`src/core/mpfs_pkg.sv`:
```
// package for the monitor pin function select block
// assumes one 100 MHz clock and comparator levels already digital
// Operation
// [RULE1] pin one select field is bits 3..1; codes 000/001 make it mains sense a.
// [RULE2] pin two select field is bits 7..5; codes 000/001 make it mains sense b.
// [RULE3] pin three select field is bits 4..2; code 000 is power-on request, active low.
// [RULE4] pin three code 001 is power-on request, active high.
// [RULE5] code 010: above 1.25 V flag and over set; below 1.15 V both clear.
// [RULE6] code 011: below 1.25 V only under set; above 1.35 V only flag set.
// [RULE7] code 100: below 1.25 V only over set; above 1.35 V only flag set.
// [RULE8] code 101: below 1.15 V all clear; above 1.25 V flag and under set.
// [RULE9] one shared decoder serves every monitor pin; mpfs_top instead has one mpfs_decode instance per pin, three in all.
// [RULE10] code 110 flag follows level; 111 inverts it; over and under stay clear.
// [RULE11] comparator results are synchronised to mclk before decode.
package mpfs_pkg;

  ////////////////////////////////////////////////////////////////////////////
  // register map (byte addresses)
  localparam logic [7:0] ADDR_SEL1   = 8'h00;
  localparam logic [7:0] ADDR_SEL2   = 8'h04;
  localparam logic [7:0] ADDR_STATUS = 8'h08;
  localparam logic [7:0] ADDR_IRQ    = 8'h0c;
  localparam logic [7:0] ADDR_MASK   = 8'h10;

  // field positions
  localparam int P1_LSB = 1;
  localparam int P2_LSB = 5;
  localparam int P3_LSB = 2;
  localparam int SEL_W  = 3;

  localparam logic [7:0] SEL1_RESET = 8'h00;
  localparam logic [7:0] SEL2_RESET = 8'h00;
  localparam logic [8:0] MASK_RESET = 9'h000;

  localparam logic [1:0] RESP_OKAY   = 2'h0;
  localparam logic [1:0] RESP_SLVERR = 2'h2;

  ////////////////////////////////////////////////////////////////////////////
  // select codes
  localparam logic [2:0] CODE_DED0 = 3'h0;
  localparam logic [2:0] CODE_DED1 = 3'h1;
  localparam logic [2:0] CODE_POV  = 3'h2;
  localparam logic [2:0] CODE_PUV  = 3'h3;
  localparam logic [2:0] CODE_NOV  = 3'h4;
  localparam logic [2:0] CODE_NUV  = 3'h5;
  localparam logic [2:0] CODE_FLAG = 3'h6;
  localparam logic [2:0] CODE_FLGN = 3'h7;

  // comparator inputs per pin: lo115 = above 1.15 V, mid125 = above 1.25 V,
  // hi135 = above 1.35 V
  typedef struct packed {
    logic hi135;
    logic mid125;
    logic lo115;
  } mpfs_cmp_s;

  typedef struct packed {
    logic flag;
    logic over;
    logic under;
  } mpfs_ind_s;

endpackage

```
`src/core/mpfs_top.sv`:
```
// monitor pin function select: axi4-lite registers, three pin decoders
// assumes comparator levels asynchronous, pins driven by pad logic outside
`timescale 1ns/10ps
module mpfs_top (
  // clock and reset
  input  wire logic                mclk,
  input  wire logic                rst,
  // axi4-lite slave
  input  wire logic [7:0]          awaddr,
  input  wire logic                awvalid,
  output logic                     awready,
  input  wire logic [31:0]         wdata,
  input  wire logic [3:0]          wstrb,
  input  wire logic                wvalid,
  output logic                     wready,
  output logic [1:0]               bresp,
  output logic                     bvalid,
  input  wire logic                bready,
  input  wire logic [7:0]          araddr,
  input  wire logic                arvalid,
  output logic                     arready,
  output logic [31:0]              rdata,
  output logic [1:0]               rresp,
  output logic                     rvalid,
  input  wire logic                rready,
  // pin levels and comparators (async)
  input  wire logic                monitorPinOneLevel,
  input  wire logic                monitorPinTwoLevel,
  input  wire logic                monitorPinThreeLevel,
  input  wire mpfs_pkg::mpfs_cmp_s cmpOne,
  input  wire mpfs_pkg::mpfs_cmp_s cmpTwo,
  input  wire mpfs_pkg::mpfs_cmp_s cmpThree,
  // dedicated functions
  output logic                     mainsSenseInputA,
  output logic                     mainsSenseInputB,
  output logic                     powerOnRequest,
  // indications and interrupt
  output mpfs_pkg::mpfs_ind_s      indOne,
  output mpfs_pkg::mpfs_ind_s      indTwo,
  output mpfs_pkg::mpfs_ind_s      indThree,
  output logic                     irq
);

  ////////////////////////////////////////////////////////////////////////////
  // synchronisers: 3 comparator bits + level per pin
  logic [11:0] syncA_reg;
  logic [11:0] syncB_reg;
  logic [11:0] rawIn;
  assign rawIn = {monitorPinThreeLevel, cmpThree, monitorPinTwoLevel, cmpTwo,
                  monitorPinOneLevel, cmpOne};

  always_ff @(posedge mclk or posedge rst) begin
    if (rst) begin
      syncA_reg <= '0;
      syncB_reg <= '0;
    end else begin
      syncA_reg <= rawIn;     // RULE11
      syncB_reg <= syncA_reg; // RULE11
    end
  end

  mpfs_pkg::mpfs_cmp_s cmpSyncOne;
  mpfs_pkg::mpfs_cmp_s cmpSyncTwo;
  mpfs_pkg::mpfs_cmp_s cmpSyncThree;
  logic                lvlOne;
  logic                lvlTwo;
  logic                lvlThree;
  assign cmpSyncOne   = syncB_reg[2:0];
  assign lvlOne       = syncB_reg[3];
  assign cmpSyncTwo   = syncB_reg[6:4];
  assign lvlTwo       = syncB_reg[7];
  assign cmpSyncThree = syncB_reg[10:8];
  assign lvlThree     = syncB_reg[11];

  ////////////////////////////////////////////////////////////////////////////
  // configuration registers
  logic [7:0] sel1_reg;
  logic [7:0] sel2_reg;
  logic [8:0] mask_reg;
  logic [8:0] irq_reg;
  logic [2:0] codeOne;
  logic [2:0] codeTwo;
  logic [2:0] codeThree;

  assign codeOne   = sel1_reg[mpfs_pkg::P1_LSB +: mpfs_pkg::SEL_W]; // RULE1
  assign codeTwo   = sel1_reg[mpfs_pkg::P2_LSB +: mpfs_pkg::SEL_W]; // RULE2
  assign codeThree = sel2_reg[mpfs_pkg::P3_LSB +: mpfs_pkg::SEL_W]; // RULE3

  function automatic logic isDedicated(input logic [2:0] code);
    isDedicated = (code == mpfs_pkg::CODE_DED0) || (code == mpfs_pkg::CODE_DED1);
  endfunction

  ////////////////////////////////////////////////////////////////////////////
  // per pin decode
  mpfs_pkg::mpfs_ind_s rawOne;
  mpfs_pkg::mpfs_ind_s rawTwo;
  mpfs_pkg::mpfs_ind_s rawThree;

  mpfs_decode uDecOne (
    .mclk    (mclk),
    .rst     (rst),
    .selCode (codeOne),
    .cmpSync (cmpSyncOne),
    .ind     (rawOne)
  );
  mpfs_decode uDecTwo (
    .mclk    (mclk),
    .rst     (rst),
    .selCode (codeTwo),
    .cmpSync (cmpSyncTwo),
    .ind     (rawTwo)
  );
  mpfs_decode uDecThree (
    .mclk    (mclk),
    .rst     (rst),
    .selCode (codeThree),
    .cmpSync (cmpSyncThree),
    .ind     (rawThree)
  );

  // decoder yields zero for dedicated codes already
  assign indOne   = rawOne;
  assign indTwo   = rawTwo;
  assign indThree = rawThree;

  ////////////////////////////////////////////////////////////////////////////
  // dedicated functions, registered
  logic mainsA_next;
  logic mainsB_next;
  logic pwrOn_next;
  assign mainsA_next = isDedicated(codeOne) & lvlOne; // RULE1
  assign mainsB_next = isDedicated(codeTwo) & lvlTwo; // RULE2
  assign pwrOn_next  = (codeThree == mpfs_pkg::CODE_DED0) ? ~lvlThree : // RULE3
                       (codeThree == mpfs_pkg::CODE_DED1) ?  lvlThree : // RULE4
                       1'b0;

  always_ff @(posedge mclk or posedge rst) begin
    if (rst) begin
      mainsSenseInputA <= 1'b0;
      mainsSenseInputB <= 1'b0;
      powerOnRequest   <= 1'b0;
    end else begin
      mainsSenseInputA <= mainsA_next;
      mainsSenseInputB <= mainsB_next;
      powerOnRequest   <= pwrOn_next;
    end
  end

  ////////////////////////////////////////////////////////////////////////////
  // interrupt events: rising edge of any indication
  logic [8:0] indNow;
  logic [8:0] indPrev_reg;
  logic [8:0] irqEvent;
  assign indNow   = {indThree, indTwo, indOne};
  assign irqEvent = indNow & ~indPrev_reg;
  assign irq      = |(irq_reg & mask_reg);

  ////////////////////////////////////////////////////////////////////////////
  // axi4-lite write: take address and data in either order
  logic        awHeld_reg;
  logic        wHeld_reg;
  logic [7:0]  awAddr_reg;
  logic [31:0] wData_reg;
  logic [3:0]  wStrb_reg;
  logic        doWrite;
  logic        wrMapped;
  logic        wrLane0;
  logic [8:0]  w1c;

  assign awready  = ~awHeld_reg & ~bvalid;
  assign wready   = ~wHeld_reg & ~bvalid;
  assign doWrite  = awHeld_reg & wHeld_reg & ~bvalid;
  assign wrMapped = (awAddr_reg == mpfs_pkg::ADDR_SEL1) ||
                    (awAddr_reg == mpfs_pkg::ADDR_SEL2) ||
                    (awAddr_reg == mpfs_pkg::ADDR_IRQ)  ||
                    (awAddr_reg == mpfs_pkg::ADDR_MASK);
  assign wrLane0  = wStrb_reg[0];
  assign w1c      = (doWrite && awAddr_reg == mpfs_pkg::ADDR_IRQ) ?
                    {wStrb_reg[1] & wData_reg[8], {8{wrLane0}} & wData_reg[7:0]} : 9'h000;

  always_ff @(posedge mclk or posedge rst) begin
    if (rst) begin
      awHeld_reg  <= 1'b0;
      wHeld_reg   <= 1'b0;
      awAddr_reg  <= 8'h00;
      wData_reg   <= 32'h0000_0000;
      wStrb_reg   <= 4'h0;
      bvalid      <= 1'b0;
      bresp       <= mpfs_pkg::RESP_OKAY;
    end else begin
      if (awvalid && awready) begin
        awHeld_reg <= 1'b1;
        awAddr_reg <= awaddr;
      end
      if (wvalid && wready) begin
        wHeld_reg <= 1'b1;
        wData_reg <= wdata;
        wStrb_reg <= wstrb;
      end
      if (doWrite) begin
        awHeld_reg <= 1'b0;
        wHeld_reg  <= 1'b0;
        bvalid     <= 1'b1;
        bresp      <= wrMapped ? mpfs_pkg::RESP_OKAY : mpfs_pkg::RESP_SLVERR;
      end else if (bvalid && bready) begin
        bvalid <= 1'b0;
      end
    end
  end

  // register storage; set wins over write-one-to-clear
  always_ff @(posedge mclk or posedge rst) begin
    if (rst) begin
      sel1_reg    <= mpfs_pkg::SEL1_RESET;
      sel2_reg    <= mpfs_pkg::SEL2_RESET;
      mask_reg    <= mpfs_pkg::MASK_RESET;
      irq_reg     <= 9'h000;
      indPrev_reg <= 9'h000;
    end else begin
      indPrev_reg <= indNow;
      irq_reg     <= (irq_reg & ~w1c) | irqEvent;
      if (doWrite && wrLane0 && awAddr_reg == mpfs_pkg::ADDR_SEL1) begin
        sel1_reg <= wData_reg[7:0];
      end
      if (doWrite && wrLane0 && awAddr_reg == mpfs_pkg::ADDR_SEL2) begin
        sel2_reg <= wData_reg[7:0];
      end
      if (doWrite && awAddr_reg == mpfs_pkg::ADDR_MASK) begin
        if (wrLane0) begin
          mask_reg[7:0] <= wData_reg[7:0];
        end
        if (wStrb_reg[1]) begin
          mask_reg[8] <= wData_reg[8];
        end
      end
    end
  end

  ////////////////////////////////////////////////////////////////////////////
  // axi4-lite read
  logic        rdMapped;
  logic [31:0] rdWord;
  assign arready  = ~rvalid;
  assign rdMapped = (araddr == mpfs_pkg::ADDR_SEL1) || (araddr == mpfs_pkg::ADDR_SEL2) ||
                    (araddr == mpfs_pkg::ADDR_STATUS) || (araddr == mpfs_pkg::ADDR_IRQ) ||
                    (araddr == mpfs_pkg::ADDR_MASK);
  assign rdWord   = (araddr == mpfs_pkg::ADDR_SEL1)   ? {24'h000000, sel1_reg} :
                    (araddr == mpfs_pkg::ADDR_SEL2)   ? {24'h000000, sel2_reg} :
                    (araddr == mpfs_pkg::ADDR_STATUS) ?
                      {20'h00000, powerOnRequest, mainsSenseInputB, mainsSenseInputA, indNow} :
                    (araddr == mpfs_pkg::ADDR_IRQ)    ? {23'h0, irq_reg} :
                    (araddr == mpfs_pkg::ADDR_MASK)   ? {23'h0, mask_reg} :
                    32'h0000_0000;

  always_ff @(posedge mclk or posedge rst) begin
    if (rst) begin
      rvalid <= 1'b0;
      rdata  <= 32'h0000_0000;
      rresp  <= mpfs_pkg::RESP_OKAY;
    end else if (arvalid && arready) begin
      rvalid <= 1'b1;
      rdata  <= rdWord;
      rresp  <= rdMapped ? mpfs_pkg::RESP_OKAY : mpfs_pkg::RESP_SLVERR;
    end else if (rvalid && rready) begin
      rvalid <= 1'b0;
    end
  end

endmodule

```
`src/core/mpfs_decode.sv`:
```
// one monitor pin: hysteretic decode of comparator levels
// assumes comparator inputs already synchronised to mclk
`timescale 1ns/10ps
module mpfs_decode (
  // clock and reset
  input  wire logic              mclk,
  input  wire logic              rst,
  // configuration and level
  input  wire logic [2:0]        selCode,
  input  wire mpfs_pkg::mpfs_cmp_s cmpSync,
  // indications
  output mpfs_pkg::mpfs_ind_s    ind
);

  // hysteresis state: high after crossing the upper threshold
  logic       hyst_reg;
  logic       hyst_next;
  logic       upper;
  logic       lower;
  logic       highBand;
  mpfs_pkg::mpfs_ind_s ind_next;

  // thresholds per code; one instance of this decoder per pin
  assign highBand = (selCode == mpfs_pkg::CODE_PUV) || (selCode == mpfs_pkg::CODE_NOV);
  assign upper    = highBand ? cmpSync.hi135 : cmpSync.mid125; // RULE9
  assign lower    = highBand ? ~cmpSync.mid125 : ~cmpSync.lo115;
  assign hyst_next = upper ? 1'b1 : (lower ? 1'b0 : hyst_reg);

  always_comb begin
    ind_next = '0;
    case (selCode)
      mpfs_pkg::CODE_POV: begin
        ind_next.flag = hyst_next; // RULE5
        ind_next.over = hyst_next; // RULE5
      end
      mpfs_pkg::CODE_PUV: begin
        ind_next.flag  = hyst_next;  // RULE6
        ind_next.under = ~hyst_next; // RULE6
      end
      mpfs_pkg::CODE_NOV: begin
        ind_next.flag = hyst_next;  // RULE7
        ind_next.over = ~hyst_next; // RULE7
      end
      mpfs_pkg::CODE_NUV: begin
        ind_next.flag  = hyst_next; // RULE8
        ind_next.under = hyst_next; // RULE8
      end
      mpfs_pkg::CODE_FLAG: ind_next.flag = hyst_next;  // RULE10
      mpfs_pkg::CODE_FLGN: ind_next.flag = ~hyst_next; // RULE10
      default:             ind_next = '0;
    endcase
  end

  always_ff @(posedge mclk or posedge rst) begin
    if (rst) begin
      hyst_reg <= 1'b0;
      ind      <= '0;
    end else begin
      hyst_reg <= hyst_next;
      ind      <= ind_next;
    end
  end

endmodule

```
`config.mk`:
```
export PLATFORM = sky130hd
export DESIGN_NAME = mpfs_top
export DESIGN_NICKNAME = d
export VERILOG_FILES = /design/src/core/mpfs_pkg.sv /design/src/core/mpfs_top.sv /design/src/core/mpfs_decode.sv
export SDC_FILE = /design/constraint.sdc
export NUM_CORES = 1
export LEC_CHECK = 0
export BUFFER_PORTS_ARGS = -buffer_cell sky130_fd_sc_hd__buf_2
export CORE_ASPECT_RATIO = 1.2
export CORE_MARGIN = 3
export CORE_UTILIZATION = 30
export CTS_BUF_LIST = sky130_fd_sc_hd__clkbuf_8
export CTS_CLUSTER_SIZE = 24
export DETAILED_ROUTE_END_ITERATION = 7
export PLACE_DENSITY = 0.55
export SYNTH_ARGS = -nofsm -noshare
export SYNTH_HDL_FRONTEND = slang
export SYNTH_SLANG_ARGS = --single-unit
```
`constraint.sdc`:
```
create_clock -name mclk -period 4.5 [get_ports mclk]
set_input_delay 0.45 -clock mclk [delete_from_list [all_inputs] [get_ports mclk]]
set_output_delay 0.45 -clock mclk [all_outputs]
set_load 0.02 [all_outputs]
```
Word-level counts from Yosys, hierarchy flattened
Index checks and enable logic that the tools add are counted.

Register bits: 141. Latch bits: 0. Memory bits (writable): 0. Bits in read-only memories: 0. Input port bits: 71. Output and inout bits: 54. Logic and storage cells: 165. Memories: 0.

Add/subtract/negate cells: 0. Multipliers: 0. Div/mod/pow operators: 0. Order comparisons: 0. Eq/ne operators: 28. Shift-type cells: 0. Muxes and demuxes: 39. Bitwise operators: 28. Reductions and logical operators: 37.

Operator list (count): 3-bit equality test, second input constant (12); 12-bit two-way mux (3); 9-bit bitwise AND (3); 9-bit two-way mux (3); 8-bit by 4-bit equality test with 1-bit output, second input constant (3); 1-bit two-way mux (22); 3-bit by 2-bit equality test with 1-bit output, second input constant (6); 9-bit NOT (2); 1-bit one-hot mux with 2 select lines (9); 8-bit by 3-bit equality test with 1-bit output, second input constant (2); 8-bit by 5-bit equality test with 1-bit output, second input constant (2); 8-bit zero test (2); 5-bit OR reduction (3); 1-bit NOT (14); 1-bit logical OR (12); 1-bit logical AND (10); 3-bit by 1-bit equality test with 1-bit output, second input constant (3); 3-bit zero test (3); 9-bit OR (1); 9-bit OR reduction (1); 8-bit bitwise AND (1); 2-bit nonzero test (4); 1-bit bitwise AND (7); 2-bit two-way mux (2); 2-bit AND reduction (2).

Longest topological paths before layout
Depth after elaboration: 7. Depth in mapped cells: 6. Mapped depth without buffers: 4.

Hierarchy
From an unflattened synthesis, not the netlist that was laid out.

Cell total of the unflattened synthesis: 452. Area, all modules: 5308.8 um2.

By module, submodules not included: mpfs_top (times used 1, cells an instance 362, area an instance 4486.8 um2, seq. area each 2677.6 um2); mpfs_decode (times used 3, cells an instance 30, area an instance 274.0 um2, seq. area each 100.1 um2).

Worst setup path before layout
No wires, ideal clock.

Kind: register -> register. Start point: reg bvalid. End point: reg wData_reg[0]. Setup time: 0.125 ns. Arrival: 1.735 ns. Required time: 4.375 ns. Setup slack: 2.641 ns. Cell stages (with the launch flop): 5. Buffers on the path: 1. Clock period less this slack: 1.859 ns. Path through: dfrtp_1 -> nor2_1 -> and2_1 -> clkbuf_1 -> mux2_2.

Longest elaborated chain between the ends: 3.

Ends and longest elaborated chain: from (decl) (RTL line mpfs_top.sv:17) `output logic bvalid,`; from (signal assigned) (RTL line mpfs_top.sv:188) `bvalid <= 1'b0;`; from (signal assigned) (RTL line mpfs_top.sv:203) `bvalid <= 1'b1;`; from (signal assigned) (RTL line mpfs_top.sv:206) `bvalid <= 1'b0;`; 1-bit NOT (RTL line mpfs_top.sv:171) `assign wready = ~wHeld_reg & ~bvalid;`; 1-bit bitwise AND (RTL line mpfs_top.sv:171); via wready (RTL line mpfs_top.sv:15) `output logic wready,`; 1-bit logical AND (RTL line mpfs_top.sv:195) `if (wvalid && wready) begin`; to (signal assigned) (RTL line mpfs_top.sv:197) `wData_reg <= wdata;`; to (decl) (RTL line mpfs_top.sv:163) `logic [31:0] wData_reg;`.

The timed path passes the listed nets, and every way through them passes these cells. A chain may end at the register's enable or synchronous reset.

Worst setup path after layout
Start point: reg awAddr_reg[0]. End point: reg sel1_reg[5].

Longest elaborated chain between the ends: 2.

Ends and longest elaborated chain: from (decl) (RTL line mpfs_top.sv:162) `logic [7:0] awAddr_reg;`; from (signal assigned) (RTL line mpfs_top.sv:193) `awAddr_reg <= awaddr;`; 8-bit zero test (RTL line mpfs_top.sv:222) `if (doWrite && wrLane0 && awAddr_reg == mpfs_pkg::ADDR_SEL1) begin`; 1-bit logical AND (RTL line mpfs_top.sv:222); to (signal assigned) (RTL line mpfs_top.sv:214) `sel1_reg <= mpfs_pkg::SEL1_RESET;`; to (signal assigned) (RTL line mpfs_top.sv:223) `sel1_reg <= wData_reg[7:0];`; to (decl) (RTL line mpfs_top.sv:77) `logic [7:0] sel1_reg;`.

No other way between the ends.

==> metrics.sh <==
NUMPLACEDINSTANCES=717
AREA_SHARE_OF_AND_OR_NAND_NOR_CELLS_AFTER_SYNTHESIS_PCT=13.7
SYNTH_ENABLE_FLOP_CELLS=0
MOST_FREQUENT_CELLS_IN_THE_LAYOUT='119 x dfrtp_1, 77 x buf_2, 44 x mux2_2'
R2R.WORST_PATH.CELLS=4
CRITICAL_PATH_REQUIRED_NS=4.80
WORSTSETUPENDPOINTTYPE='flip-flop'
YS_WARN_COUNT=0
DRT-TOTAL-WL_UM=12700
SYNTH-ASYNC-RESET-RATIO_PCT=100
FINAL.PERIOD_UTILIZATION_PCT=53.9
FINAL_CELL_AREA_UM2=6230
CRITPATHMAXFANOUT=13
CRITICAL_PATH.REG2REG.STARTPOINT='awAddr_reg[0]'
MAPPEDNETLISTAREA_UM2=5320
ANTENNA_CELLS=0
SYNTH_FF_TYPE='dfrtp_1'
DP_HPWL_UM=8990
MIN_PERIOD_NS=2.42
NUM_IO_PINS=125
POST_SYNTH_NUM_CELL_TYPES=57
NUMBER_OF_ANTENNA_VIOLATIONS_AT_THE_FIRST_CHECK_IN_GLOBAL_ROUTING=0
LAYOUT_COMMONEST_CELL='dfrtp_1'
SYNTH_COMPOUND_AREA_SHARE_PCT=12.6
CP.ARRIVAL_NS=2.72
WORST_HOLD_STARTPOINT='cmpOne[0]'
WORSTHOLDENDPOINT='syncA_reg[0]'
ROUTED_LENGTH_PER_PLACED_INSTANCE_UM=17.0
DRT-VIAS-PER-INSTANCE=5.01
PWR-SHARE-CLK_PCT=33.0
NETSWITCHINGPOWER_uW=929
SLEW-LIMIT-HEADROOM_PCT=37.3
GRT_MAX_DEGREE=79
CTS.SINK_COUNT=119
FINAL.SETUP.TNS_NS=0
OVERFLOW=0
CTS-ROOT-TO-SINK-BUFFERS=2
P_INT_mW=2.12
GRT_SETUP_UNREPAIRED='false'
CTS.HTREE.LEVELS=4
STATUS='finished clean'
CLK_ROOT_BUFFER_CELL='clkbuf_8'
DRTITER0DRC=193
MAX_SLEW.WORST_PIN.SLEW_NS=0.941
REPORT.FINAL.SLEW_VIOL_COUNT=0
SYN_TO_FINAL_GROWTH_PCT=17.2
HOLD_WC_PATH_TYPE='in -> reg'
GRT_PASS1_WL_UM=20700
P_LEAK_nW=2.90
FIRSTDRTPASSITERS=6
GP_ROUTABILITY_CONGESTION=0.771
CTS.CLK_SLEW.WORST_PATHS_NS=0.07
NUMBER_OF_INSTANCES_ON_THE_WORST_HOLD_PATH=1
GRT_PASS1_VIAS=3800
FINISH.NET_COUNT=591
CTS_TREE='built'
MAX_FREQ_GHz=0.412
TIMING_WORST_SETUP_PATH_TYPE='reg -> reg'
FINAL-INSTANCE-COUNT-EXCL-FILL=747
MUXSHAREOFSYNTHAREA_PCT=11.7
POWER_PER_CELL_AREA_nW_PER_UM2=490
FLOORPLAN.CORE_AREA_UM2=17100
NUMBER_OF_NETS_WITH_ANTENNA_VIOLATIONS_AFTER_DETAILED_ROUTING=0
CTS.HOLD.BUFFERS_ADDED=0
POST_CTS_BUFFERS=0
CORE.ROWCOUNT=52
DIE-HEIGHT_UM=152
SYNTH_CELLS=442
CRITICAL_PATH.STARTPOINT_TYPE='flip-flop'
REGISTER_AREA_SHARE_AFTER_SYNTHESIS_PCT=56.0
POSTPLACECELLAREA_UM2=5820
LAYOUT_CELL_SHARE_WITH_DRIVE_STRENGTH_BEYOND_1_PCT=31.6
POST_CTS.RESIZED_INSTANCES=0
TRACK_USAGE_PCT=13.7
DRT_DRC_VIOLATIONS_LEFT=0
SW_FRAC_OF_TOTAL_PCT=30.4
VDD_IR_DROP_MAX_uV=211
DOMINANT_COMBINATIONAL_CELL_FAMILY_BY_AREA_AFTER_SYNTHESIS='simple AND/OR/NAND/NOR gates'
START_UTIL_PCT=31.1
WORST_SKEW_PAIR_LATER_PIN_LATENCY_NS=0.42
PWR-SHARE-COMB_PCT=18.0
FULL_DIE_AREA_UM2=19400
SYNTH-ADDER-AREA-SHARE_PCT=0
CP-STARTPOINT='awAddr_reg[0]'
NUMCTSBUFFERS=17
POWER.SEQUENTIAL.FRACTION_PCT=49.0
SYNTHESIS.AREA_PER_INSTANCE_UM2=12.0
REG2REG_SLACK_NS=2.08
REPORT.FINAL.SETUP_VIOL=0
AREA_SHARE_OF_XOR_XNOR_CELLS_IN_THE_SYNTHESIZED_DESIGN_PCT=0.165
FIN_SKEW_NS=0.0130
FILLER_CELLS_INSERTED=1689
NUMPORTBUFFERS=77
CAP_VIOL_MAX_COUNT=0
YOSYS_REGISTER_BITS=119
DIE_W_UM=128
VIAS=3741
NUMBER_OF_HOLD_VIOLATIONS_IN_THE_FINAL_REPORT=0
WORST_REG2REG_PATH_ENDPOINT='sel1_reg[5]'
## synth_stat cells, types with 4 or more instances
| master | instances | area share (%) |
|---|---|---|
| nor3_1 | 7 | 0.66 |
| dfrtp_1 | 119 | 56 |
| o41ai_1 | 5 | 0.82 |
| a21o_1 | 6 | 0.85 |
| nand2b_1 | 9 | 1.1 |
| mux2_2 | 44 | 9.3 |
| nor3b_1 | 6 | 0.85 |
| a22oi_1 | 6 | 0.85 |
| nand3b_1 | 6 | 0.85 |
| inv_1 | 17 | 1.2 |
| nand4_1 | 11 | 1.3 |
| o21ai_0 | 21 | 2.0 |
| a21boi_0 | 6 | 0.85 |
| mux2i_1 | 11 | 2.1 |
| buf_4 | 22 | 3.1 |
| nand3_1 | 6 | 0.56 |
| nor2_1 | 16 | 1.1 |
| clkbuf_1 | 14 | 0.99 |
| nand2_1 | 31 | 2.2 |
| a22o_1 | 14 | 2.3 |
| a32oi_1 | 4 | 0.66 |
| or3b_2 | 4 | 0.66 |
## logic make-up (layout without fill, tap and decap cells)
| logic type | after synthesis | count (layout) |
|---|---|---|
| flops | 119 | 119 |
| xor+xnor | 1 | 1 |
| other cells | 1 | 22 |
| simple gates | 119 | 119 |
| mux | 56 | 56 |
| buf+inv | 57 | 125 |
| compound gates | 89 | 89 |
## how the worst max path moves through the flow
stage                          endpoint  slack, ns  cells after the start
after floorplan           awAddr_reg[0]       0.89                      1
after global placement      sel1_reg[2]       2.14                      4
after detailed placement    sel1_reg[3]       2.10                      4
after CTS                   sel1_reg[3]       2.07                      4
after global routing        mask_reg[6]       1.99                      4
final                       sel1_reg[5]       2.08                      4
## layer usage
metal | up-vias | wire length [um] | track usage [%]
met1 | 1872 | 5360 | 17.2
met3 | 12 | 647 | 4.11
met2 | 120 | 6470 | 21.8
met4 | 0 | 238 | 5.72
met5 | - | 0 | 0
li1 | 1737 | - | -
## layout make-up
cell class	instances	area (um^2)	area share [%]
clock inverters	9	125	2.01
inverters	17	66.3	1.06
well taps	216	270	4.34
clock buffers	21	289	4.64
repair buffers	78	393	6.31
multi-input cells	287	2110	33.9
flip-flops and latches	119	2980	47.8
## power groups by stage
stage          Sequential (mW)  Clock [mW]  Combinational (mW)
3_5_place_dp              1.52           0               0.556
6_report                  1.50        1.01               0.548
2_1_floorplan             1.44           0               0.443
4_1_cts                   1.50        1.04               0.558
5_1_grt                   1.53        1.09               0.600
3_3_place_gp              1.50           0               0.539
## worst max-delay path, stage by stage (launching register included)
cell	delay, ns
dfrtp_1	0.39
or4_4	0.56
nor3_4	0.61
nand4b_4	0.37
mux2_2	0.36
## stage by stage
stage	hold slack [ns]	worst slack (ns)	utilization, %	power [mW]
after floorplan	0.331	0.893	-	1.88
after global placement	0.334	2.14	34.0	2.04
after detailed placement	0.335	2.10	34.0	2.07
after CTS	0.0914	2.07	36.4	3.10
after global routing	0.0789	1.99	36.4	3.23
final	0.126	2.08	36.4	3.05
(Power assumes the default switching activity.)
